## src/design/dadr_pkg.sv

```systemverilog
// Purpose: constants and types for the DMA read command block
// Assumes: task file is driven by logic on clk_sys_i
// Notes: opcodes and bit positions for dadr_read_cmd, types and sizes shared by all design files
// Operation
// - Retry bit of the 28-bit DMA read opcode is ignored.
// - 28-bit LBA mode: device/head low nibble is LBA bits 24-27, else head.
// - 28-bit completion: sector count returns sectors not transferred.
// - 28-bit completion: sector number holds last sector, or LBA 0-7.
// - 28-bit completion: cylinder registers hold last cylinder, or LBA 8-23.
// - 28-bit completion: device/head low nibble holds head, or LBA 24-27.
// - Opcode 25h is the 48-bit DMA read.
// - Sector data goes to the host as 16-bit words.
// - Each word is paced by DMA request and moved by the host channel.
// - Exactly one interrupt per DMA read command.
// - Uncorrectable error stops the read at the failing sector.
// - 48-bit count: current byte bits 7:0, previous byte bits 15:8.
// - 48-bit count of zero means 65,536 sectors.
// - 48-bit LBA built from current and previous address bytes.
// - 48-bit error: failing LBA readable, high-order select picks upper bytes.
// - Opcode 60h is the queued read, ending at a failing sector.
// - 28-bit mode bit 1 selects LBA, 0 selects cylinder/head/sector.
// - 28-bit count of zero means 256 sectors.
// - Queued read count comes from the feature register pair.
package dadr_pkg;
	localparam logic [7:0] OP_RD28       = 8'hC8;
	localparam logic [7:0] OP_RD28_MASK  = 8'hFE;
	localparam logic [7:0] OP_RD48       = 8'h25;
	localparam logic [7:0] OP_RDQ        = 8'h60;
	localparam logic [2:0] TF_DATA       = 3'h0;
	localparam logic [2:0] TF_FEAT       = 3'h1;
	localparam logic [2:0] TF_CNT        = 3'h2;
	localparam logic [2:0] TF_SECT       = 3'h3;
	localparam logic [2:0] TF_CYLL       = 3'h4;
	localparam logic [2:0] TF_CYLH       = 3'h5;
	localparam logic [2:0] TF_DEVH       = 3'h6;
	localparam logic [2:0] TF_CMD        = 3'h7;
	localparam logic [2:0] TF_CTL        = 3'h6;
	localparam int         DH_LBA_BIT    = 6;
	localparam int         CTL_HOB_BIT   = 7;
	localparam int         ER_UNC_BIT    = 6;
	localparam int         ER_ABT_BIT    = 2;
	localparam int         ST_BSY_BIT    = 7;
	localparam int         ST_RDY_BIT    = 6;
	localparam int         ST_DSC_BIT    = 4;
	localparam int         ST_ERR_BIT    = 0;
	localparam logic [16:0] CNT28_ZERO   = 17'h00100;
	localparam logic [16:0] CNT48_ZERO   = 17'h10000;
	localparam logic [8:0] WORDS_PER_SEC = 9'h100;
	localparam logic [7:0] CHS_SPT       = 8'h3F;
	localparam logic [3:0] CHS_HEADS     = 4'hF;
	localparam logic [7:0] DEVH_RESET    = 8'hA0;

	typedef struct packed {
		logic [7:0] cur;
		logic [7:0] prev;
	} dadr_pair_t;

	typedef struct packed {
		logic       wr;
		logic       rd;
		logic       ctl;
		logic [2:0] addr;
		logic [7:0] wdata;
	} dadr_tf_req_t;

	typedef struct packed {
		logic        valid;
		logic [15:0] word;
		logic        err;
	} dadr_med_in_t;

	typedef enum {ST_IDLE, ST_ISSUE, ST_XFER, ST_DONE} dadr_state_t;
endpackage

```

## src/design/dadr_read_cmd.sv

```systemverilog
// Purpose: task file, decode and completion of the DMA read commands
// Assumes: task file strobes and media stream are on clk_sys_i
// Notes: read data is registered, valid the cycle after the read strobe
`timescale 1ns/1ps
module dadr_read_cmd (
	input  wire logic                   clk_sys_i,
	input  wire logic                   rst_n_i,
	input  wire dadr_pkg::dadr_tf_req_t tf_i,
	output logic      [7:0]             tf_rdata_o,
	output logic                        tf_rdata_oe_o,
	output logic                        intrq_o,
	output logic                        dmarq_o,
	input  wire logic                   dmack_i,
	output logic      [15:0]            dma_data_o,
	output logic                        med_sec_req_o,
	output logic      [47:0]            med_lba_o,
	output logic                        med_lba_mode_o,
	input  wire dadr_pkg::dadr_med_in_t med_i,
	output logic                        med_ready_o
);
	typedef struct packed {
		dadr_pkg::dadr_state_t state;
		dadr_pkg::dadr_pair_t  feat;
		dadr_pkg::dadr_pair_t  cnt;
		dadr_pkg::dadr_pair_t  sect;
		dadr_pkg::dadr_pair_t  cyll;
		dadr_pkg::dadr_pair_t  cylh;
		logic [7:0]            devh;
		logic [7:0]            ctl;
		logic [7:0]            err;
		logic                  bsy;
		logic                  intrq;
		logic [7:0]            rdata;
		logic                  oe;
		logic [16:0]           remain;
		logic [47:0]           addr;
		logic                  ext;
		logic                  lba;
		logic                  sec_req;
	} dadr_core_t;

	dadr_core_t s_r;
	dadr_core_t s_nxt;

	logic [47:0] addr_next;
	logic        sec_done;
	logic        pacer_clear;
	logic [7:0]  status;
	logic        hob;
	logic        is_rd28;
	logic        is_rd48;
	logic        is_rdq;

	assign hob = s_r.ctl[dadr_pkg::CTL_HOB_BIT];
	// Low opcode bit is the retry request and is not decoded
	assign is_rd28 = (tf_i.wdata & dadr_pkg::OP_RD28_MASK) == dadr_pkg::OP_RD28;
	assign is_rd48 = tf_i.wdata == dadr_pkg::OP_RD48;
	assign is_rdq  = tf_i.wdata == dadr_pkg::OP_RDQ;
	assign pacer_clear = (s_r.state != dadr_pkg::ST_XFER);

	always_comb
	begin
		status = 8'h00;
		status[dadr_pkg::ST_BSY_BIT] = s_r.bsy;
		status[dadr_pkg::ST_RDY_BIT] = !s_r.bsy;
		status[dadr_pkg::ST_DSC_BIT] = !s_r.bsy;
		status[dadr_pkg::ST_ERR_BIT] = !s_r.bsy && (s_r.err != 8'h00);
	end

	dadr_addr_step u_step (
		.addr_i (s_r.addr),
		.lba_i  (s_r.lba),
		.next_o (addr_next)
	);

	dadr_word_pacer u_pacer (
		.clk_sys_i   (clk_sys_i),
		.rst_n_i     (rst_n_i),
		.clear_i     (pacer_clear),
		.med_i       (med_i),
		.med_ready_o (med_ready_o),
		.dmarq_o     (dmarq_o),
		.dmack_i     (dmack_i),
		.dma_data_o  (dma_data_o),
		.sec_done_o  (sec_done)
	);

	assign tf_rdata_o     = s_r.rdata;
	assign tf_rdata_oe_o  = s_r.oe;
	assign intrq_o        = s_r.intrq;
	assign med_sec_req_o  = s_r.sec_req;
	assign med_lba_o      = s_r.addr;
	assign med_lba_mode_o = s_r.lba;

	always_comb
	begin
		s_nxt = s_r;
		s_nxt.sec_req = 1'b0;
		s_nxt.oe = tf_i.rd;

		// Register reads, high-order bytes when selected
		if (tf_i.rd)
		begin
			if (tf_i.ctl)
				s_nxt.rdata = status;
			else
			begin
				case (tf_i.addr)
					dadr_pkg::TF_FEAT: s_nxt.rdata = s_r.err;
					dadr_pkg::TF_CNT:  s_nxt.rdata = hob ? s_r.cnt.prev : s_r.cnt.cur;
					dadr_pkg::TF_SECT: s_nxt.rdata = hob ? s_r.sect.prev : s_r.sect.cur;
					dadr_pkg::TF_CYLL: s_nxt.rdata = hob ? s_r.cyll.prev : s_r.cyll.cur;
					dadr_pkg::TF_CYLH: s_nxt.rdata = hob ? s_r.cylh.prev : s_r.cylh.cur;
					dadr_pkg::TF_DEVH: s_nxt.rdata = s_r.devh;
					dadr_pkg::TF_CMD:  s_nxt.rdata = status;
					default:           s_nxt.rdata = 8'h00;
				endcase
				// Status read acknowledges the interrupt
				if (tf_i.addr == dadr_pkg::TF_CMD)
					s_nxt.intrq = 1'b0;
			end
		end

		if (tf_i.wr && tf_i.ctl && tf_i.addr == dadr_pkg::TF_CTL)
			s_nxt.ctl = tf_i.wdata;

		// Command block writes are ignored while busy
		if (tf_i.wr && !tf_i.ctl && !s_r.bsy)
		begin
			case (tf_i.addr)
				dadr_pkg::TF_FEAT: s_nxt.feat = '{cur: tf_i.wdata, prev: s_r.feat.cur};
				dadr_pkg::TF_CNT:  s_nxt.cnt  = '{cur: tf_i.wdata, prev: s_r.cnt.cur};
				dadr_pkg::TF_SECT: s_nxt.sect = '{cur: tf_i.wdata, prev: s_r.sect.cur};
				dadr_pkg::TF_CYLL: s_nxt.cyll = '{cur: tf_i.wdata, prev: s_r.cyll.cur};
				dadr_pkg::TF_CYLH: s_nxt.cylh = '{cur: tf_i.wdata, prev: s_r.cylh.cur};
				dadr_pkg::TF_DEVH: s_nxt.devh = tf_i.wdata;
				dadr_pkg::TF_CMD:
				begin
					// Host channel is expected armed before this write
					s_nxt.intrq = 1'b0;
					s_nxt.err = 8'h00;
					s_nxt.bsy = 1'b1;
					s_nxt.ctl[dadr_pkg::CTL_HOB_BIT] = 1'b0;
					s_nxt.ext = !is_rd28;
					s_nxt.lba = is_rd28 ? s_r.devh[dadr_pkg::DH_LBA_BIT] : 1'b1;
					s_nxt.addr = {s_r.cylh.prev, s_r.cyll.prev, s_r.sect.prev,
						s_r.cylh.cur, s_r.cyll.cur, s_r.sect.cur};
					if (is_rd28)
					begin
						// Head number or LBA 24-27 share the low nibble
						s_nxt.addr[47:24] = {20'h00000, s_r.devh[3:0]};
						s_nxt.remain = (s_r.cnt.cur == 8'h00) ? dadr_pkg::CNT28_ZERO
							: {9'h000, s_r.cnt.cur};
					end
					else if (is_rd48)
						s_nxt.remain = ({s_r.cnt.prev, s_r.cnt.cur} == 16'h0000) ? dadr_pkg::CNT48_ZERO
							: {1'b0, s_r.cnt.prev, s_r.cnt.cur};
					else
						s_nxt.remain = ({s_r.feat.prev, s_r.feat.cur} == 16'h0000) ? dadr_pkg::CNT48_ZERO
							: {1'b0, s_r.feat.prev, s_r.feat.cur};
					if (is_rd28 || is_rd48 || is_rdq)
						s_nxt.state = dadr_pkg::ST_ISSUE;
					else
					begin
						s_nxt.err[dadr_pkg::ER_ABT_BIT] = 1'b1;
						s_nxt.state = dadr_pkg::ST_DONE;
					end
				end
				default: s_nxt.state = s_r.state;
			endcase
		end

		case (s_r.state)
			dadr_pkg::ST_IDLE: s_nxt.bsy = s_nxt.bsy;
			dadr_pkg::ST_ISSUE:
			begin
				s_nxt.sec_req = 1'b1;
				s_nxt.state = dadr_pkg::ST_XFER;
			end
			dadr_pkg::ST_XFER:
			begin
				if (med_i.valid && med_i.err)
				begin
					// Failing sector ends the read; no later sector is asked for
					s_nxt.err[dadr_pkg::ER_UNC_BIT] = 1'b1;
					s_nxt.state = dadr_pkg::ST_DONE;
				end
				else if (sec_done)
				begin
					s_nxt.remain = s_r.remain - 17'h00001;
					if (s_r.remain == 17'h00001)
						s_nxt.state = dadr_pkg::ST_DONE;
					else
					begin
						s_nxt.addr = addr_next;
						s_nxt.state = dadr_pkg::ST_ISSUE;
					end
				end
			end
			dadr_pkg::ST_DONE:
			begin
				// Address stays on the last or failing sector
				s_nxt.cnt = '{cur: s_r.remain[7:0], prev: s_r.remain[15:8]};
				s_nxt.sect = '{cur: s_r.addr[7:0], prev: s_r.addr[31:24]};
				s_nxt.cyll = '{cur: s_r.addr[15:8], prev: s_r.addr[39:32]};
				s_nxt.cylh = '{cur: s_r.addr[23:16], prev: s_r.addr[47:40]};
				if (!s_r.ext)
					s_nxt.devh[3:0] = s_r.addr[27:24];
				s_nxt.bsy = 1'b0;
				// Set after any clear above, so the event wins
				s_nxt.intrq = 1'b1;
				s_nxt.state = dadr_pkg::ST_IDLE;
			end
			default: s_nxt.state = dadr_pkg::ST_IDLE;
		endcase
	end

	always_ff @(posedge clk_sys_i or negedge rst_n_i)
	begin
		if (!rst_n_i)
		begin
			s_r <= '0;
			s_r.state <= dadr_pkg::ST_IDLE;
			s_r.devh <= dadr_pkg::DEVH_RESET;
		end
		else
			s_r <= s_nxt;
	end
endmodule

```

## src/design/dadr_addr_step.sv

```systemverilog
// Purpose: next sector address in LBA or cylinder/head/sector form
// Assumes: CHS kept as sector [7:0], cylinder [23:8], head [27:24]
// Notes: pure combinational, no state
`timescale 1ns/1ps
module dadr_addr_step (
	input  wire logic [47:0] addr_i,
	input  wire logic        lba_i,
	output logic      [47:0] next_o
);
	always_comb
	begin
		next_o = addr_i;
		if (lba_i)
			next_o = addr_i + 48'h1;
		else if (addr_i[7:0] < dadr_pkg::CHS_SPT)
			next_o[7:0] = addr_i[7:0] + 8'h01;
		else
		begin
			next_o[7:0] = 8'h01;
			// Head wraps into the next cylinder
			if (addr_i[27:24] < dadr_pkg::CHS_HEADS)
				next_o[27:24] = addr_i[27:24] + 4'h1;
			else
			begin
				next_o[27:24] = 4'h0;
				next_o[23:8] = addr_i[23:8] + 16'h0001;
			end
		end
	end
endmodule

```

## src/design/dadr_word_pacer.sv

```systemverilog
// Purpose: holds one media word and paces it to the host DMA channel
// Assumes: host acks one word per cycle at most
// Notes: media stalls whenever the word is not yet taken
`timescale 1ns/1ps
module dadr_word_pacer (
	input  wire logic                   clk_sys_i,
	input  wire logic                   rst_n_i,
	input  wire logic                   clear_i,
	input  wire dadr_pkg::dadr_med_in_t med_i,
	output logic                        med_ready_o,
	output logic                        dmarq_o,
	input  wire logic                   dmack_i,
	output logic      [15:0]            dma_data_o,
	output logic                        sec_done_o
);
	typedef struct packed {
		logic        full;
		logic [15:0] data;
		logic [8:0]  words;
	} dadr_pacer_t;

	dadr_pacer_t s_r;
	dadr_pacer_t s_nxt;

	assign med_ready_o = !s_r.full && !clear_i;
	assign dmarq_o     = s_r.full;
	assign dma_data_o  = s_r.data;
	assign sec_done_o  = s_r.full && dmack_i && (s_r.words == dadr_pkg::WORDS_PER_SEC - 9'h001);

	always_comb
	begin
		s_nxt = s_r;
		if (s_r.full && dmack_i)
		begin
			s_nxt.full = 1'b0;
			s_nxt.words = sec_done_o ? 9'h000 : s_r.words + 9'h001;
		end
		if (med_ready_o && med_i.valid && !med_i.err)
		begin
			s_nxt.full = 1'b1;
			s_nxt.data = med_i.word;
		end
		if (clear_i)
		begin
			s_nxt.full = 1'b0;
			s_nxt.words = 9'h000;
		end
	end

	always_ff @(posedge clk_sys_i or negedge rst_n_i)
	begin
		if (!rst_n_i)
			s_r <= '0;
		else
			s_r <= s_nxt;
	end
endmodule

```

## config.mk

```make
export PLATFORM = sky130hd
export DESIGN_NAME = dadr_read_cmd
export DESIGN_NICKNAME = d
export VERILOG_FILES = /design/src/design/dadr_pkg.sv /design/src/design/dadr_read_cmd.sv /design/src/design/dadr_addr_step.sv /design/src/design/dadr_word_pacer.sv
export SDC_FILE = /design/constraint.sdc
export NUM_CORES = 1
export LEC_CHECK = 0
export BUFFER_PORTS_ARGS = -buffer_cell sky130_fd_sc_hd__buf_2
export CORE_MARGIN = 2
export CORE_UTILIZATION = 60
export CTS_CLUSTER_DIAMETER = 150
export DETAILED_ROUTE_END_ITERATION = 8
export PLACE_DENSITY = 0.76
export REMOVE_ABC_BUFFERS = 1
export SYNTH_ARGS = -nofsm -noshare
export SYNTH_HDL_FRONTEND = slang
export SYNTH_SLANG_ARGS = --single-unit
```

## constraint.sdc

```tcl
create_clock -name clk_sys_i -period 3.2 [get_ports clk_sys_i]
set_input_delay 0.32 -clock clk_sys_i [delete_from_list [all_inputs] [get_ports clk_sys_i]]
set_output_delay 0.32 -clock clk_sys_i [all_outputs]
set_load 0.1 [all_outputs]
```

==> metrics.md, run 1 <==
| Metric | Value |
|---|---|
| Fillers | `roughly 1.7k` |
| Synthesis-to-finish area growth | `11.2%` |
| Detailed-route via count | `10.8k` |
| CTS H-tree depth | `1` |
| Rows | `between 50 and 60` |
| Asr flop ratio synth | `between 90% and 100%` |
| Fin Clk Skew | `roughly 0.023 ns` |
| Flops & latches, synth | `228` |
| Unique cell type count in the Yosys netlist | `between 80 and 90` |
| GR Overflow Total | `0` |
| Average wire per standard cell | `21.8 um` |
| Worst Max-Slew Pin Slew | `about 1.2 ns` |
| Synthesized area | `approximately 13000 sq um` |
| LEAKAGE | `around 6.4 nW` |
| Core Util, Final | `approximately 68%` |
| Area share of the largest cell type after synthesis | `around 44%` |
| Crit path time final | `roughly 2.9 ns` |
| Slew Limit Headroom | `between 10% and 20%` |
| RSZ-0062 raised after global routing | `false` |
| Clock sink count | `approximately 230` |
| Horiz. Die Dim | `150 um` |
| Largest net degree at the start of global routing | `83` |
| CTS buffer count | `25` |
| Clk slew on worst S/H paths | `roughly 0.060 ns` |
| Fmax achieved | `between 300 and 400 MHz` |
| DR DRC count | `0` |
| Final setup violation count | `0` |
| Startpoint Class | `flop` |
| Die H | `approximately 150 um` |
| Final WL | `about 37000 um` |
| Cell taking the most area after synthesis | `dfrtp_1` |
| Vias in the first global route | `10.1k` |
| VDD IR-drop max | `703 uV` |
| GP Congestion | `about 0.93` |
| Initial antenna violation count | `1` |
| Post-CTS Setup Inserts | `0` |
| DR top layer | `met4` |
| Full die area | `about 22000 sq um` |
| Synth Flop Type | `dfrtp_1` |
| Nets | `1431` |
| Initial Utilization | `60.9%` |
| Port bufs | `about 110` |
| Slew Viols, Final | `0` |
| First-pass DRT Iterations | `5` |
| Io pins | `between 100 and 150` |
| Root Buffer | `clkbuf_16` |
| Post-synthesis sequential area ratio | `between 40% and 50%` |
| Outcome | `complete, no violations` |
| Ant. Diodes | `0` |
| GRT Resource Usage Total | `about 33%` |
| Metal3 WL | `around 4100 um` |
| Fin Setup TNS | `0 ns` |
| Pwr Total | `0.0111 W` |
| WP data required | `2.88 ns` |
| Core area | `around 21000 sq um` |
| Vias per inst | `6.43` |
| Hold/Removal Path Class | `in2reg` |
| Hold Fails Final Rpt | `0` |
| Max-Cap Viols | `0` |
| Syn Inst Count | `1322` |
| M1 WL | `between 10000 and 15000 um` |
| Met2 routed wirelength | `16500 um` |
| CTS tree | `built` |
| Worst setup EP type | `primary output` |
| Maximum fanout along the worst path | `11` |
| First-pass GRT wire length | `around 57000 um` |
| Crit Path Category | `reg2out` |
| Longest Clk Path Bufs | `3` |
| Final period utilization | `around nine tenths` |
| Layout cells sized above 1 | `about a fifth` |
| PwrDens | `just under 800 nW/um^2` |
| Post-synth EDFFs | `0` |
| Number of DRC markers in iteration 0 | `1226` |
| Worst hold slack | `roughly 0.017 ns` |
| Worst EP arrival | `~2.6 ns` |
| Most area-consuming cells after synthesis | `dfrtp_1 (44%), mux2i_1 (6.6%), a21oi_1 (5.2%)` |
| Clock Latency Late Sink | `approximately 0.54 ns` |
| Post-Syn Area per Cell | `about 9.6 sq um` |
| Post-DRT Antenna Nets | `0` |
| Ys Warns | `0` |
| Hpwl dp | `about 26000 um` |
## synthesized netlist by cell type (all sizes together), types with 3 or more instances
cell type / n
a211o: 5
a211oi: 26
a21boi: 3
a21o: 3
a21oi: 131
a221o: 3
a221oi: 6
a22o: 8
a22oi: 14
a311oi: 13
a31oi: 5
and2: 15
and3: 20
and4: 5
buf: 93
clkbuf: 52
dfrtp: 226
ha: 6
inv: 29
mux2: 42
mux2i: 84
mux4: 4
nand2: 86
nand2b: 7
nand3: 45
nand3b: 3
nand4: 22
nor2: 126
nor2b: 15
nor3: 34
nor3b: 4
nor4: 38
nor4b: 7
o211ai: 13
o21a: 7
o21ai: 46
o221a: 4
o22a: 4
o22ai: 10
or2: 7
or3: 7
or4: 6
xor2: 6
## report_power, final
| part | switching, W | total [W] | leakage (nW) | internal [W] |
|---|---|---|---|---|
| combinational | 0.00261 | 0.00359 | 3.37 | 0.000981 |
| clock | 0.00120 | 0.00306 | 0.408 | 0.00186 |
| sequential | 0.000963 | 0.00444 | 2.65 | 0.00348 |
## placed cells by master (no fill, tap or decap), types with 5 or more instances in the layout
master and instances:
a311oi_1 13, mux2i_1 84, ha_1 6, or3_1 6, and4_1 5, nor2_1 125
nand3_1 44, bufinv_16 5, and2_1 14, and3_1 20, buf_4 43, nor4_2 6
nor2b_1 15, or2_2 6, clkbuf_1 5, or4_1 6, mux2_2 41, dfrtp_1 226
a211o_1 5, nand2_1 86, o21a_1 7, xor2_1 6, nor3_1 32, nand2b_1 7
o21ai_0 40, buf_2 110, clkbuf_16 25, a22oi_1 14, o211ai_1 13, conb_1 30
nand4_1 21, a22o_1 8, o22ai_1 10, inv_1 28, nor4_1 29, a211oi_1 26
a21oi_1 130
## state kept, by name (all words and copies together) (netlist names)
register / count
s_r: 141
med_lba_o: 48
u_pacer.dma_data_o: 16
u_pacer.s_r: 9
tf_rdata_o: 8
hob: 1
intrq_o: 1
med_lba_mode_o: 1
med_sec_req_o: 1
tf_rdata_oe_o: 1
u_pacer.dmarq_o: 1
## metrics by stage
| step | cells | worst slack [ns] | instance area [sq um] |
|---|---|---|---|
| floorplan | 1206 | -1.52 | 12000 |
| global placement | 1637 | 0.478 | 13300 |
| detailed placement | 1637 | 0.403 | 13300 |
| CTS | 1682 | 0.0650 | 14100 |
| global route | 1682 | 0.137 | 14100 |
| finish | 1682 | 0.324 | 14100 |
## critical path: stages, from the launching register on
cell and delay (ns):
dfrtp_1 0.37, nor4_2 0.27, nand2_1 0.24, or3_4 0.53
buf_4 0.21, nor2_1 0.09, clkbuf_4 0.33
## worst paths after layout
path | from | end | slack [ns] | cells past startpoint
min in group asynchronous | rst_n_i | u_pacer.dmarq_o | 0.38 | 2
hold reg to reg | tf_rdata_o[7] | tf_rdata_o[7] | 0.50 | 1
setup reg to reg | u_pacer.s_r[0] | med_lba_o[41] | 0.38 | 9
max in group asynchronous | rst_n_i | u_pacer.dma_data_o[7] | 1.98 | 3
setup / recovery | s_r[203] | med_ready_o | 0.32 | 6
hold / removal | med_i[6] | u_pacer.dma_data_o[5] | 0.02 | 2
## cell type report
class | count | area [sq um] | area share [%]
repair buffers | 157 | 926 | 6.55
clock inverters | 13 | 200 | 1.42
clock buffers | 31 | 658 | 4.65
well taps | 275 | 344 | 2.43
inverters | 29 | 109 | 0.770
multi-input cells | 949 | 6200 | 43.8
flip-flops and latches | 228 | 5710 | 40.4
## logic make-up after synthesis
kind of cell    share of synthesized area (%)
compound gates                           16.6
xor+xnor                                0.551
fa+ha+maj                               0.590
buf+inv                                  7.55
flops                                    44.9
mux                                      11.0
other cells                            0.0295
simple gates                             18.7
## timing repair
| action | in CTS | in global routing |
|---|---|---|
| setup endpoints to repair | 0 | 1 |
| hold endpoints to repair | 76 | 0 |
| resized for setup | 0 | 3 |
| hold buffers | 1 | 0 |
## routing by layer
metal	global-route usage [%]	vias up
met5	0	-
met4	11.6	0
met3	7.96	88
met2	50.3	608
met1	46.4	5222
li1	-	4904
No activity file was read; power rests on OpenSTA's default activity.
==> run 2: changes to the inputs <==
--- a/config.mk
+++ b/config.mk
@@ -12,6 +12,8 @@
 export DETAILED_ROUTE_END_ITERATION = 8
 export PLACE_DENSITY = 0.76
 export REMOVE_ABC_BUFFERS = 1
+export SETUP_SLACK_MARGIN = 0.4
+export SLEW_MARGIN = 10
 export SYNTH_ARGS = -nofsm -noshare
 export SYNTH_HDL_FRONTEND = slang
 export SYNTH_SLANG_ARGS = --single-unit
==> metrics.md, run 2 (same netlist as run 1, synthesis figures left out) <==
| Metric | Value |
|---|---|
| Die H | `150 um (unchanged)` |
| Slew Viols, Final | `0 (unchanged)` |
| Final WL | `37200 um (was 36700 um)` |
| Hold/Removal Path Class | `in2reg (unchanged)` |
| Ant. Diodes | `0 (unchanged)` |
| Largest net degree at the start of global routing | `83 (unchanged)` |
| Maximum fanout along the worst path | `11 (unchanged)` |
| Detailed-route via count | `11.0k (was 10.8k)` |
| Rows | `53 (unchanged)` |
| Full die area | `22400 sq um (unchanged)` |
| First-pass GRT wire length | `57300 um (was 57100 um)` |
| Final period utilization | `85.5% (was 89.9%)` |
| Worst Max-Slew Pin Slew | `1.21 ns (was 1.22 ns)` |
| Outcome | `complete, no violations (unchanged)` |
| First-pass DRT Iterations | `7 (was 5)` |
| Startpoint Class | `flop (unchanged)` |
| Io pins | `113 (unchanged)` |
| Commonest non-fill, non-tap cell in the layout | `dfrtp_1 (unchanged)` |
| Busiest layer in global routing | `met2 (unchanged)` |
| Clock sink count | `228 (unchanged)` |
| GR Overflow Total | `0 (unchanged)` |
| CTS buffer count | `25 (unchanged)` |
| Longest Clk Path Bufs | `3 (unchanged)` |
| Crit path time final | `2.74 ns (was 2.88 ns)` |
| WP data required | `2.88 ns (about the same)` |
| Largest Register | `s_r (unchanged)` |
| Root Buffer | `clkbuf_16 (unchanged)` |
| Max-Cap Viols | `0 (unchanged)` |
| Hpwl dp | `25700 um (unchanged)` |
| VDD IR-drop max | `703 uV (about the same)` |
| Core area | `20900 sq um (unchanged)` |
| GRT Resource Usage Total | `33.1% (was 33.0%)` |
| Number of DRC markers in iteration 0 | `1216 (was 1226)` |
| CTS H-tree depth | `1 (unchanged)` |
| Length in cells of the worst reg-to-reg path | `6 (was 9)` |
| Max FFs per register | `141 (unchanged)` |
| Worst Hold Launch | `med_i[6] (unchanged)` |
| Hold Fails Final Rpt | `0 (unchanged)` |
| Met1 Resource Use GR | `46.5% (was 46.4%)` |
| FF-to-FF Start | `s_r[194] (was u_pacer.s_r[0])` |
| Clock Latency Late Sink | `0.54 ns (about the same)` |
| Worst EP arrival | `2.42 ns (was 2.56 ns)` |
| LEAKAGE | `6.49 nW (was 6.43 nW)` |
| Vias in the first global route | `10.1k (about the same)` |
| Horiz. Die Dim | `150 um (unchanged)` |
| Worst setup EP type | `primary output (unchanged)` |
| Crit path capture | `med_ready_o (unchanged)` |
| Nets | `1442 (was 1431)` |
| Clk slew on worst S/H paths | `0.06 ns (about the same)` |
| Fin Clk Skew | `0.0224 ns (was 0.0231 ns)` |
| Setup crit start | `s_r[198] (was s_r[203])` |
| Most frequent cells in the layout | `dfrtp_1 (225), a21oi_1 (130), nor2_1 (125) (was dfrtp_1 (226), a21oi_1 (130), nor2_1 (125))` |
| CTS tree | `built (unchanged)` |
| Layout cells sized above 1 | `21.4% (was 20.3%)` |
| Initial antenna violation count | `1 (unchanged)` |
| Global Route met2 Usage | `50.8% (was 50.3%)` |
| Average wire per standard cell | `22.0 um (was 21.8 um)` |
| Synthesis-to-finish area growth | `12.5% (was 11.2%)` |
| Worst hold slack | `0.0144 ns (was 0.0172 ns)` |
| GP Congestion | `0.932 (unchanged)` |
| Vias per inst | `6.50 (was 6.43)` |
| Post-DRT Antenna Nets | `0 (unchanged)` |
| Flop2flop setup slack | `0.46 ns (was 0.38 ns)` |
| Fmax achieved | `366 MHz (was 348 MHz)` |
| Slew Limit Headroom | `19.0% (was 18.2%)` |
| Port bufs | `112 (unchanged)` |
| Design Area, Final | `14300 sq um (was 14100 sq um)` |
| RSZ-0062 raised after global routing | `true (was false)` |
| Crit Path Category | `reg2out (unchanged)` |
| Crit Reg-Reg Endpoint | `s_r[64] (was med_lba_o[41])` |
| DR DRC count | `0 (unchanged)` |
| Met3 Track Usage GR | `7.93% (was 7.96%)` |
| Initial Utilization | `60.9% (unchanged)` |
| PwrDens | `776 nW/um^2 (was 784 nW/um^2)` |
| Final setup violation count | `0 (unchanged)` |
| Placed cell area | `13300 sq um (unchanged)` |
-- run 2: changes by cell type in the layout (fill, tap and decap cells not counted), sizes merged --
cell	before	now
buf	155	167
clkbuf	32	31
-- run 2: area by class of cell --
class                   instances  area [sq um]
flip-flops and latches        228          5710
clock buffers                  31           658
repair buffers                168          1010
inverters                      29           109
clock inverters                13           200
well taps                     275           344
multi-input cells             949          6280
fillers                      1624          6580
-- run 2: metrics by stage --
step | TNS, ns | util, % | power (W) | cells | setup WS, ns
detailed placement | 0 | 63.5 | 0.00798 | 1637 | 0.403
global route | 0 | 68.5 | 0.0115 | 1693 | 0.320
floorplan | -75.99 | - | 0.00693 | 1206 | -1.52
global placement | 0 | 63.5 | 0.00792 | 1637 | 0.478
CTS | 0 | 67.8 | 0.0110 | 1683 | 0.403
finish | 0 | 68.5 | 0.0111 | 1693 | 0.464
-- run 2: worst min-delay path by stage --
stage                            endpoint  slack, ns  cells past startpoint
floorplan                             hob       0.02                      0
global placement          u_pacer.dmarq_o       0.34                      1
detailed placement        u_pacer.dmarq_o       0.35                      1
CTS                 u_pacer.dma_data_o[2]       0.01                      2
global route        u_pacer.dma_data_o[4]       0.02                      2
finish              u_pacer.dma_data_o[5]       0.01                      2
-- run 2: per-layer routing --
layer  vias up  share of wire (%)
met2       649                 45
met3       102                 11
met5         -                  0
met4         0                3.6
met1      5324                 40
li1       4937                  -
-- run 2: worst max-delay path, cell delays in order (launching register included) --
cell,delay (ns)
dfrtp_1,0.43
nor4_4,0.33
nand4_1,0.19
or3_4,0.40
buf_4,0.19
nor2_1,0.12
buf_6,0.24
-- run 2: power breakdown --
part / switching (W) / internal [W]
combinational: 0.00262 / 0.000984
clock: 0.00120 / 0.00186
sequential: 0.000968 / 0.00348
total: 0.00479 / 0.00632
-- run 2: what timing repair did --
action	CTS	global route
buffers inserted	1	10
hold endpoints to repair	76	0
pin swaps	0	6
endpoints found under the setup margin	1	48
resized for setup	6	11
hold buffers	1	0
